`config.mk`:
```
export PLATFORM = sky130hd
export DESIGN_NAME = pixel_readout
export DESIGN_NICKNAME = d
export VERILOG_FILES = /design/src/hw/offset_limiter.v /design/src/hw/axis_order.v /design/src/hw/pixel_readout.v
export VERILOG_INCLUDE_DIRS = /design/src /design/src/hw
export SDC_FILE = /design/constraint.sdc
export NUM_CORES = 1
export LEC_CHECK = 0
export ABC_CLOCK_PERIOD_IN_PS = 5200
export BUFFER_PORTS_ARGS = -buffer_cell sky130_fd_sc_hd__buf_2
export CAP_MARGIN = 10
export CORE_MARGIN = 5
export CORE_UTILIZATION = 45
export CTS_BUF_LIST = sky130_fd_sc_hd__clkbuf_4 sky130_fd_sc_hd__clkbuf_8
export CTS_CLUSTER_DIAMETER = 50
export DETAILED_ROUTE_END_ITERATION = 7
export PLACE_DENSITY = 0.67
export SKIP_CTS_REPAIR_TIMING = 1
export SLEW_MARGIN = 20
export SYNTH_ARGS = -nofsm -noshare
export SYNTH_HDL_FRONTEND = slang
export SYNTH_SLANG_ARGS = --single-unit
```
`constraint.sdc`:
```
create_clock -name clock -period 5.2 [get_ports clock]
set_input_delay 1.04 -clock clock [delete_from_list [all_inputs] [get_ports clock]]
set_output_delay 1.04 -clock clock [all_outputs]
set_load 0.02 [all_outputs]
```
`src/hw/pixel_readout_defines.vh`:
```
// Constants for the pixel array readout address generator
`ifndef PIXEL_READOUT_DEFINES_VH
`define PIXEL_READOUT_DEFINES_VH

// Video formats held in the format register
`define FMT_MID           2'h0
`define FMT_VGA           2'h1
`define FMT_QTR           2'h2
`define FMT_DEC           2'h3
`define FMT_RESET         2'h0

// Register indices; the byte address is four times the index
`define REG_FORMAT        8'h10
`define REG_READOUT_A     8'h11
`define REG_READOUT_B     8'h16
`define REG_XOFF_HI       8'h58
`define REG_XOFF_LO       8'h59
`define REG_YOFF_HI       8'h5a
`define REG_YOFF_LO       8'h5b
`define REG_LINE_LEN      8'h60
`define REG_FIELD_LEN     8'h61
`define REG_STATUS        8'h62

// Readout option bit positions
`define HSHUF_BIT         7
`define HMIRR_BIT         3
`define VSHUF_BIT         2
`define VMIRR_BIT         4
`define READOUT_A_RESET   8'h80
`define READOUT_B_RESET   8'h00

// Image sizes
`define VGA_W             10'h284
`define VGA_H             10'h1e4
`define QTR_W             10'h144
`define QTR_H             10'h0f4
`define MID_W             10'h164
`define MID_H             10'h124

// Programmed line and field lengths, actual minus one
`define LINE_MID          10'h19f
`define LINE_VGA          10'h2f9
`define LINE_QTR          10'h17c
`define FIELD_MID         10'h13f
`define FIELD_VGA         10'h20b
`define FIELD_QTR         10'h105

// Fixed VGA start, with 4 guard columns and 2 unread rows
`define VGA_X0            10'h005
`define VGA_Y0            10'h007

// Offset limits for the cropped formats
`define X_MIN             10'h001
`define Y_MIN             10'h005
`define MID_X_MAX         10'h129
`define MID_Y_MAX         10'h0c5
`define QTR_X_MAX         10'h149
`define QTR_Y_MAX         10'h0f5

// Centred start positions for the cropped formats
`define MID_X_CTR         10'h095
`define MID_Y_CTR         10'h067
`define QTR_X_CTR         10'h0a5
`define QTR_Y_CTR         10'h07f

// Reserved row ranges
`define BLACK_ROW_END     10'h005
`define DARK_ROW_START    10'h1ec

`endif

```
`src/hw/offset_limiter.v`:
```
// Clamps and clips the window start offsets for the selected format
`timescale 1ns/10ps
`default_nettype none
`include "pixel_readout_defines.vh"

module offset_limiter (
  input  wire [1:0] format,
  input  wire [9:0] xRequest,
  input  wire [9:0] yRequest,
  output reg  [9:0] xStart,
  output reg  [9:0] yStart
);

  reg [9:0] xMax;
  reg [9:0] yMax;

  ////////////////////////////////////////////////////////////////////////////
  // Limit selection and clamping
  always @* begin
    xMax = `QTR_X_MAX;
    yMax = `QTR_Y_MAX;
    if (format == `FMT_MID) begin
      xMax = `MID_X_MAX;
      yMax = `MID_Y_MAX;
    end
    if (format == `FMT_VGA || format == `FMT_DEC) begin
      xStart = `VGA_X0;
      yStart = `VGA_Y0;
    end else begin
      if (xRequest < `X_MIN)
        xStart = `X_MIN;
      else if (xRequest > xMax)
        xStart = xMax;
      else
        xStart = xRequest;
      if (yRequest < `Y_MIN)
        yStart = `Y_MIN;
      else if (yRequest > yMax)
        yStart = yMax;
      else
        yStart = yRequest;
    end
  end

endmodule // offset_limiter
`default_nettype wire

```
`src/hw/axis_order.v`:
```
// Maps a readout position to an axis index for shuffle, mirror, decimation
`timescale 1ns/10ps
`default_nettype none

module axis_order #(
  parameter WIDTH = 10
) (
  input  wire [WIDTH-1:0] position,
  input  wire [WIDTH-1:0] length,
  input  wire             shuffle,
  input  wire             mirror,
  input  wire             decimate,
  output reg  [WIDTH-1:0] index
);

  reg [WIDTH-1:0] half;
  reg [WIDTH-1:0] shuffled;
  reg [WIDTH-1:0] mirrored;

  ////////////////////////////////////////////////////////////////////////////
  // Odd zero-based first (even when counted from one), then reverse, then
  // spread groups of four over every second group of four
  always @* begin
    half = length >> 1;
    if (shuffle && position < half)
      shuffled = {position[WIDTH-2:0], 1'b1};
    else if (shuffle)
      shuffled = {position[WIDTH-2:0] - half[WIDTH-2:0], 1'b0};
    else
      shuffled = position;
    mirrored = mirror ? (length - shuffled - 1'b1) : shuffled;
    if (decimate)
      index = {mirrored[WIDTH-2:2], 1'b0, mirrored[1:0]};
    else
      index = mirrored;
  end

endmodule // axis_order
`default_nettype wire

```
`src/hw/pixel_readout.v`:
```
// Pixel array readout address generator with Avalon-MM register slave
`timescale 1ns/10ps
`default_nettype none
`include "pixel_readout_defines.vh"

module pixel_readout #(
  parameter AW = 10
) (
  input  wire          clock,
  input  wire          reset,
  input  wire [AW-1:0] address,
  input  wire          read,
  input  wire          write,
  input  wire [3:0]    byteenable,
  input  wire [31:0]   writedata,
  output reg  [31:0]   readdata,
  output wire          waitrequest,
  output reg  [9:0]    colAddress,
  output reg  [9:0]    rowAddress,
  output reg           pixelValid,
  output reg           lineStart,
  output reg           frameStart
);

  ////////////////////////////////////////////////////////////////////////////
  // Declarations
  reg        ack_reg;
  reg [1:0]  format_reg;
  reg [7:0]  readoutA_reg;
  reg [7:0]  readoutB_reg;
  reg [9:0]  xRequest_reg;
  reg [9:0]  yRequest_reg;
  reg [9:0]  lineLen_reg;
  reg [9:0]  fieldLen_reg;
  reg [9:0]  hCount_reg;
  reg [9:0]  vCount_reg;
  reg [9:0]  hCount_next;
  reg [9:0]  vCount_next;
  reg [1:0]  frameFormat_reg;
  reg [9:0]  frameX_reg;
  reg [9:0]  frameY_reg;
  reg        frameHShuf_reg;
  reg        frameHMirr_reg;
  reg        frameVShuf_reg;
  reg        frameVMirr_reg;
  reg [9:0]  width;
  reg [9:0]  height;
  reg [9:0]  lineLenNew;
  reg [9:0]  fieldLenNew;
  reg [31:0] readValue;
  wire [7:0] index;
  wire       accept;
  wire       writeHit;
  wire       lineEnd;
  wire       frameEnd;
  wire       active;
  wire       decimate;
  wire [9:0] xStart;
  wire [9:0] yStart;
  wire [9:0] colIndex;
  wire [9:0] rowIndex;
  wire [1:0] newFormat;
  wire       newCropped;

  ////////////////////////////////////////////////////////////////////////////
  // Avalon handshake: one wait cycle, then the request is taken
  assign index       = address[9:2];
  assign waitrequest = (read | write) & ~ack_reg;
  assign accept      = (read | write) & ack_reg;
  assign writeHit    = write & ack_reg;
  assign newFormat   = writedata[1:0];
  assign newCropped  = (newFormat == `FMT_MID) || (newFormat == `FMT_QTR);

  // Acknowledge toggles so a held request sees one wait cycle per transfer
  always @(posedge clock) begin
    if (reset)
      ack_reg <= 1'b0;
    else
      ack_reg <= (read | write) & ~ack_reg;
  end

  ////////////////////////////////////////////////////////////////////////////
  // Line and field lengths loaded whenever a format is written
  always @* begin
    case (newFormat)
      `FMT_MID: begin
        lineLenNew  = `LINE_MID;
        fieldLenNew = `FIELD_MID;
      end
      `FMT_VGA: begin
        lineLenNew  = `LINE_VGA;
        fieldLenNew = `FIELD_VGA;
      end
      default: begin
        lineLenNew  = `LINE_QTR;
        fieldLenNew = `FIELD_QTR;
      end
    endcase
  end

  ////////////////////////////////////////////////////////////////////////////
  // Register writes
  always @(posedge clock) begin
    if (reset) begin
      format_reg   <= `FMT_RESET;
      readoutA_reg <= `READOUT_A_RESET;
      readoutB_reg <= `READOUT_B_RESET;
      xRequest_reg <= `MID_X_CTR;
      yRequest_reg <= `MID_Y_CTR;
      lineLen_reg  <= `LINE_MID;
      fieldLen_reg <= `FIELD_MID;
    end else if (writeHit && byteenable[0]) begin
      case (index)
        `REG_FORMAT: begin
          format_reg   <= newFormat;
          lineLen_reg  <= lineLenNew;
          fieldLen_reg <= fieldLenNew;
          // Centre the window on entry to a cropped format
          if (newCropped && newFormat != format_reg) begin
            xRequest_reg <= (newFormat == `FMT_MID) ?
                            `MID_X_CTR : `QTR_X_CTR;
            yRequest_reg <= (newFormat == `FMT_MID) ?
                            `MID_Y_CTR : `QTR_Y_CTR;
          end
        end
        `REG_READOUT_A: readoutA_reg <= writedata[7:0];
        `REG_READOUT_B: readoutB_reg <= writedata[7:0];
        `REG_XOFF_HI:   xRequest_reg[9:8] <= writedata[1:0];
        `REG_XOFF_LO:   xRequest_reg[7:0] <= writedata[7:0];
        `REG_YOFF_HI:   yRequest_reg[9:8] <= writedata[1:0];
        `REG_YOFF_LO:   yRequest_reg[7:0] <= writedata[7:0];
        `REG_LINE_LEN: begin
          lineLen_reg[7:0] <= writedata[7:0];
          if (byteenable[1])
            lineLen_reg[9:8] <= writedata[9:8];
        end
        `REG_FIELD_LEN: begin
          fieldLen_reg[7:0] <= writedata[7:0];
          if (byteenable[1])
            fieldLen_reg[9:8] <= writedata[9:8];
        end
        default: ;
      endcase
    end
  end

  ////////////////////////////////////////////////////////////////////////////
  // Read multiplexer; unmapped addresses read as zero
  always @* begin
    case (index)
      `REG_FORMAT:    readValue = {30'h00000000, format_reg};
      `REG_READOUT_A: readValue = {24'h000000, readoutA_reg};
      `REG_READOUT_B: readValue = {24'h000000, readoutB_reg};
      `REG_XOFF_HI:   readValue = {30'h00000000, xRequest_reg[9:8]};
      `REG_XOFF_LO:   readValue = {24'h000000, xRequest_reg[7:0]};
      `REG_YOFF_HI:   readValue = {30'h00000000, yRequest_reg[9:8]};
      `REG_YOFF_LO:   readValue = {24'h000000, yRequest_reg[7:0]};
      `REG_LINE_LEN:  readValue = {22'h000000, lineLen_reg};
      `REG_FIELD_LEN: readValue = {22'h000000, fieldLen_reg};
      `REG_STATUS:    readValue = {15'h0000, active, 6'h00, vCount_reg};
      default:        readValue = 32'h00000000;
    endcase
  end

  // Read data captured during the wait cycle, standing at the accept edge
  always @(posedge clock) begin
    if (reset)
      readdata <= 32'h00000000;
    else if (read && !ack_reg)
      readdata <= readValue;
  end

  ////////////////////////////////////////////////////////////////////////////
  // Image size of the format latched for the current frame
  always @* begin
    case (frameFormat_reg)
      `FMT_MID: begin
        width  = `MID_W;
        height = `MID_H;
      end
      `FMT_VGA: begin
        width  = `VGA_W;
        height = `VGA_H;
      end
      default: begin
        width  = `QTR_W;
        height = `QTR_H;
      end
    endcase
  end

  ////////////////////////////////////////////////////////////////////////////
  // Line and field counters count from zero up to the programmed lengths
  assign lineEnd  = hCount_reg >= lineLen_reg;
  assign frameEnd = lineEnd && (vCount_reg >= fieldLen_reg);

  always @* begin
    hCount_next = hCount_reg + 10'h001;
    vCount_next = vCount_reg;
    if (lineEnd) begin
      hCount_next = 10'h000;
      vCount_next = frameEnd ? 10'h000 : vCount_reg + 10'h001;
    end
  end

  always @(posedge clock) begin
    if (reset) begin
      hCount_reg <= 10'h000;
      vCount_reg <= 10'h000;
    end else begin
      hCount_reg <= hCount_next;
      vCount_reg <= vCount_next;
    end
  end

  ////////////////////////////////////////////////////////////////////////////
  // Window start after clamping and clipping
  offset_limiter limiter (
    .format   (format_reg),
    .xRequest (xRequest_reg),
    .yRequest (yRequest_reg),
    .xStart   (xStart),
    .yStart   (yStart)
  );

  // Format, offsets and options are held steady for a whole frame
  always @(posedge clock) begin
    if (reset) begin
      frameFormat_reg <= `FMT_RESET;
      frameX_reg      <= `MID_X_CTR;
      frameY_reg      <= `MID_Y_CTR;
      frameHShuf_reg  <= 1'b1;
      frameHMirr_reg  <= 1'b0;
      frameVShuf_reg  <= 1'b0;
      frameVMirr_reg  <= 1'b0;
    end else if (frameEnd) begin
      frameFormat_reg <= format_reg;
      frameX_reg      <= xStart;
      frameY_reg      <= yStart;
      frameHShuf_reg  <= readoutA_reg[`HSHUF_BIT];
      frameHMirr_reg  <= readoutB_reg[`HMIRR_BIT];
      frameVShuf_reg  <= readoutB_reg[`VSHUF_BIT];
      frameVMirr_reg  <= readoutB_reg[`VMIRR_BIT];
    end
  end

  ////////////////////////////////////////////////////////////////////////////
  // Readout order along each axis
  assign decimate = frameFormat_reg == `FMT_DEC;

  axis_order #(
    .WIDTH (10)
  ) columnOrder (
    .position (hCount_reg),
    .length   (width),
    .shuffle  (frameHShuf_reg),
    .mirror   (frameHMirr_reg),
    .decimate (decimate),
    .index    (colIndex)
  );

  axis_order #(
    .WIDTH (10)
  ) rowOrder (
    .position (vCount_reg),
    .length   (height),
    .shuffle  (frameVShuf_reg),
    .mirror   (frameVMirr_reg),
    .decimate (decimate),
    .index    (rowIndex)
  );

  ////////////////////////////////////////////////////////////////////////////
  // Address outputs; only visible rows between black and dark ranges
  assign active = (hCount_reg < width) && (vCount_reg < height);

  always @(posedge clock) begin
    if (reset) begin
      colAddress <= 10'h000;
      rowAddress <= 10'h000;
      pixelValid <= 1'b0;
      lineStart  <= 1'b0;
      frameStart <= 1'b0;
    end else begin
      colAddress <= frameX_reg + colIndex;
      rowAddress <= frameY_reg + rowIndex;
      pixelValid <= active;
      lineStart  <= active && (hCount_reg == 10'h000);
      frameStart <= active && (hCount_reg == 10'h000) &&
                    (vCount_reg == 10'h000);
    end
  end

endmodule // pixel_readout
`default_nettype wire

```
==> impl_results.md <==
- Lkg Pwr: 4.29 nW
- Htree depth: 4
- First-pass GRT wire length: 40.5 mm
- Fmax: 0.205 GHz
- DR vias: 8,348
- Fin crit period: 4870 ps
- Horiz. Die Dim: 153 µm
- Peak supply drop: 0.190 mV
- Grt ovf: 0
- Setup CP Type: flop to flop
- Reg2reg end: rowAddress[9]
- Net count, final: 1,327
- R2r setup slk: 330 ps
- Outcome: complete, no violations
- CP bufs+invs: 2
- Hold_sp: frameY_reg[8]
- # IOs: 106
- Initial DRC count: 622
- Total track usage: 21.0%
- Post-DRT Antenna Nets: 0
- Placed insts: 1,448
- Die area: 23,500 µm²
- Layout Skew: 21.4 ps
- Max capacitance violation total: 0
- Final Wtd Congestion: 0.907
- Worst setup SP type: flop
- EDFF count, synth: 0
- Slew Viols, Final: 0
- Largest register FFs: 11
- Int Pwr: 0.00149 W
- DR pass1 iterations: 7
- Layout overhead on the synthesized area: 10.4%
- Seq/Total Area, Yosys: 30.1%
- Syn Inst Count: 1,156
- Top cell type's share of synthesized area: 30.1%
- Critical path's largest stage delay: 350 ps
- Final routed DRC violation total: 0
- Relative slew slack: 44.6%
- Req. time, crit path: 5550 ps
- Detailed Place HPWL: 18.5 mm
- Largest Register: readdata
- Fill cells: 1,955
- FF-to-FF Start: frameFormat_reg[1]
- Worst Max-Slew Pin Slew: 810 ps
- Worst path slowest cell: ha_2
- R2R cell count: 27
- Worst Hold End: frameY_reg[8]
- CTS tree: done
- Core area: 20,200 µm²
- PwrDens: 206 nW/µm²
- Via count of the first global-routing pass: 7,717
- Final WS setup: 331 ps
- CP max FO: 7
- Port-buffer cells: 58
- Ant. Diodes: 0
- Gate power share: 7.8%
- Hold Path Class: flop to flop
- Total wire length: 24.9 mm
- Post-Layout Cell Count: 1,481
- Sequential Power Share: 51.4%
- Share of post-route cells with drive strength above 1: 12.5%
- Clock Power Share: 40.8%
- Fin. Hold Viols: 0
- Final worst path period share: 93.6%
- Hold_ws: 438 ps
- Seq cells post-synth: 139
- Final setup viols: 0
- Pin count of the biggest net entering global routing: 67
- Clock-pin slew on the worst setup and hold paths: 90 ps
- Post-placement setup slack: 192 ps
- Clock root cell: clkbuf_8
- Die H: 153 µm
- Hold path depth: 2
- Switching Fraction: 29.3%
- Clock Sinks: 139
- Starting Density: 45.6%
- Switching power: 0.000617 W
- Top FF cell, synth: dfxtp_1
- Clock Path Buffers: 2
- Design area: 10,200 µm²
- Initial antenna violation count: 0
- Num rows: 52
- Skew-Pair Late Insertion Delay: 470 ps
- Crit end category: flop
- Ys async rst share: 0%
- WL per Instance: 16.8 µm
- Tot Pwr: 0.00211 W
- Synth area leaders: dfxtp_1, ha_1, nor2_1, a21oi_1, mux2i_1
- Yosys top cell by area: dfxtp_1
- Library cells used by synthesis: 76
- Avg Vias per Cell: 5.64
- Worst EP arrival: 5220 ps
- Avg Cell Area, Syn: 7.99 µm²
- Placed Area: 9770 µm²
- Crit-path leading delay family: compound AO/OA/AOI/OAI gates
- Synth Warn #: 0
- Mapped Area: 9240 µm²
- CTS Buf Count: 17
==> worst max-delay path by stage <==
| stage | slack (ps) | from | endpoint | depth (start not counted) |
|---|---|---|---|---|
| floorplan | 270 | frameFormat_reg[1] | rowAddress[9] | 28 |
| global placement | 240 | frameFormat_reg[1] | rowAddress[9] | 27 |
| detailed placement | 190 | frameFormat_reg[1] | rowAddress[9] | 27 |
| CTS | 160 | frameFormat_reg[1] | rowAddress[9] | 27 |
| global route | -30 | frameFormat_reg[1] | colAddress[9] | 24 |
| finish | 330 | frameFormat_reg[1] | rowAddress[9] | 27 |
==> stage by stage <==
step	TNS, ps	util (%)
final	0	50.4
after floorplan	0	-
after detailed placement	0	48.3
after global placement	0	48.3
after global routing	-55.4	50.4
after CTS	0	50.1
==> cell type report <==
cell class / count / area, µm² / area share, %
timing repair buffer: 90 / 533 / 5.23
inverter: 51 / 191 / 1.88
clock buffer: 18 / 248 / 2.43
sequential: 139 / 2780 / 27.3
multi-input combinational: 899 / 5980 / 58.7
clock inverter: 14 / 124 / 1.21
tap: 270 / 338 / 3.31
==> worst register-to-register path: cells and delay by family (launching register included) <==
family	cells	cell delay (ps)
XOR/XNOR	1	90
AND/OR/NAND/NOR	8	700
buffers and inverters	2	370
flip-flops	1	320
multiplexers	2	450
adder cells (fa/ha/maj)	3	900
AO/OA/AOI/OAI	11	1940
==> layout by cell type, fill, tap and decap left out, types with 6 or more instances in the layout <==
master	n
a211o_1	16
a211oi_1	6
a21o_1	21
a21oi_1	86
a222oi_1	8
a22o_1	6
a22oi_1	24
and3_1	10
buf_2	57
buf_4	33
clkbuf_8	18
conb_1	21
dfxtp_1	139
ha_1	74
inv_1	50
inv_6	8
mux2i_1	32
nand2_1	84
nand2b_1	29
nand3_1	34
nand3b_1	11
nand4_1	14
nor2_1	139
nor2b_1	20
nor3_1	35
nor4_1	7
o211ai_1	15
o21ai_0	29
o21ai_1	18
o21bai_1	11
o22ai_1	7
xnor2_1	27
xor2_1	27
==> metal layers <==
layer | global-route usage, % | share of wire, % | wire (µm) | vias up
met2 | 33.0 | 44 | 11000 | 275
met3 | 4.78 | 6.9 | 1730 | 47
li1 | - | - | - | 4176
met4 | 7.13 | 2.6 | 659 | 0
met5 | 0 | 0 | 0 | -
met1 | 28.5 | 46 | 11500 | 3850
==> power by group through the flow <==
stage / clock (W) / combinational [W] / sequential, W
CTS: 0.000872 / 0.000163 / 0.00108
detailed placement: 0 / 0.000162 / 0.00111
global route: 0.000919 / 0.000181 / 0.00108
finish: 0.000858 / 0.000165 / 0.00108
global placement: 0 / 0.000161 / 0.00111
floorplan: 0 / 0.000113 / 0.00112
==> Yosys cell counts, types with 5 or more instances <==
| library cell | n |
|---|---|
| clkbuf_1 | 53 |
| or3_1 | 5 |
| nand2_1 | 85 |
| ha_1 | 77 |
| o21ai_1 | 19 |
| mux2i_1 | 33 |
| and3_1 | 10 |
| nand2b_1 | 29 |
| xnor2_1 | 27 |
| inv_1 | 51 |
| buf_4 | 21 |
| nor2b_1 | 20 |
| nor3_1 | 35 |
| nor2_1 | 139 |
| o21ai_0 | 29 |
| nand4_1 | 14 |
| a211oi_1 | 6 |
| and2_1 | 5 |
| a22oi_1 | 24 |
| a222oi_1 | 8 |
| nand3_1 | 34 |
| o21bai_1 | 11 |
| xor2_1 | 27 |
| nor4_1 | 8 |
| dfxtp_1 | 139 |
| nand3b_1 | 11 |
| buf_1 | 8 |
| a22o_1 | 6 |
| a211o_1 | 16 |
| o31ai_1 | 5 |
| o211ai_1 | 15 |
| a21oi_1 | 90 |
| a21o_1 | 21 |
| o22ai_1 | 7 |
==> logic make-up after synthesis <==
family,count (synthesis),synth area share (%)
adders and majority gates,79,10.9
muxes,40,4.59
buffers and inverters,138,6.60
xor gates and xnor gates,54,5.12
DFF,139,30.1
other,1,0.0406
and+or+nand+nor,417,22.1
AOI/OAI and AO/OA,288,20.6
(Power assumes the default switching activity.)
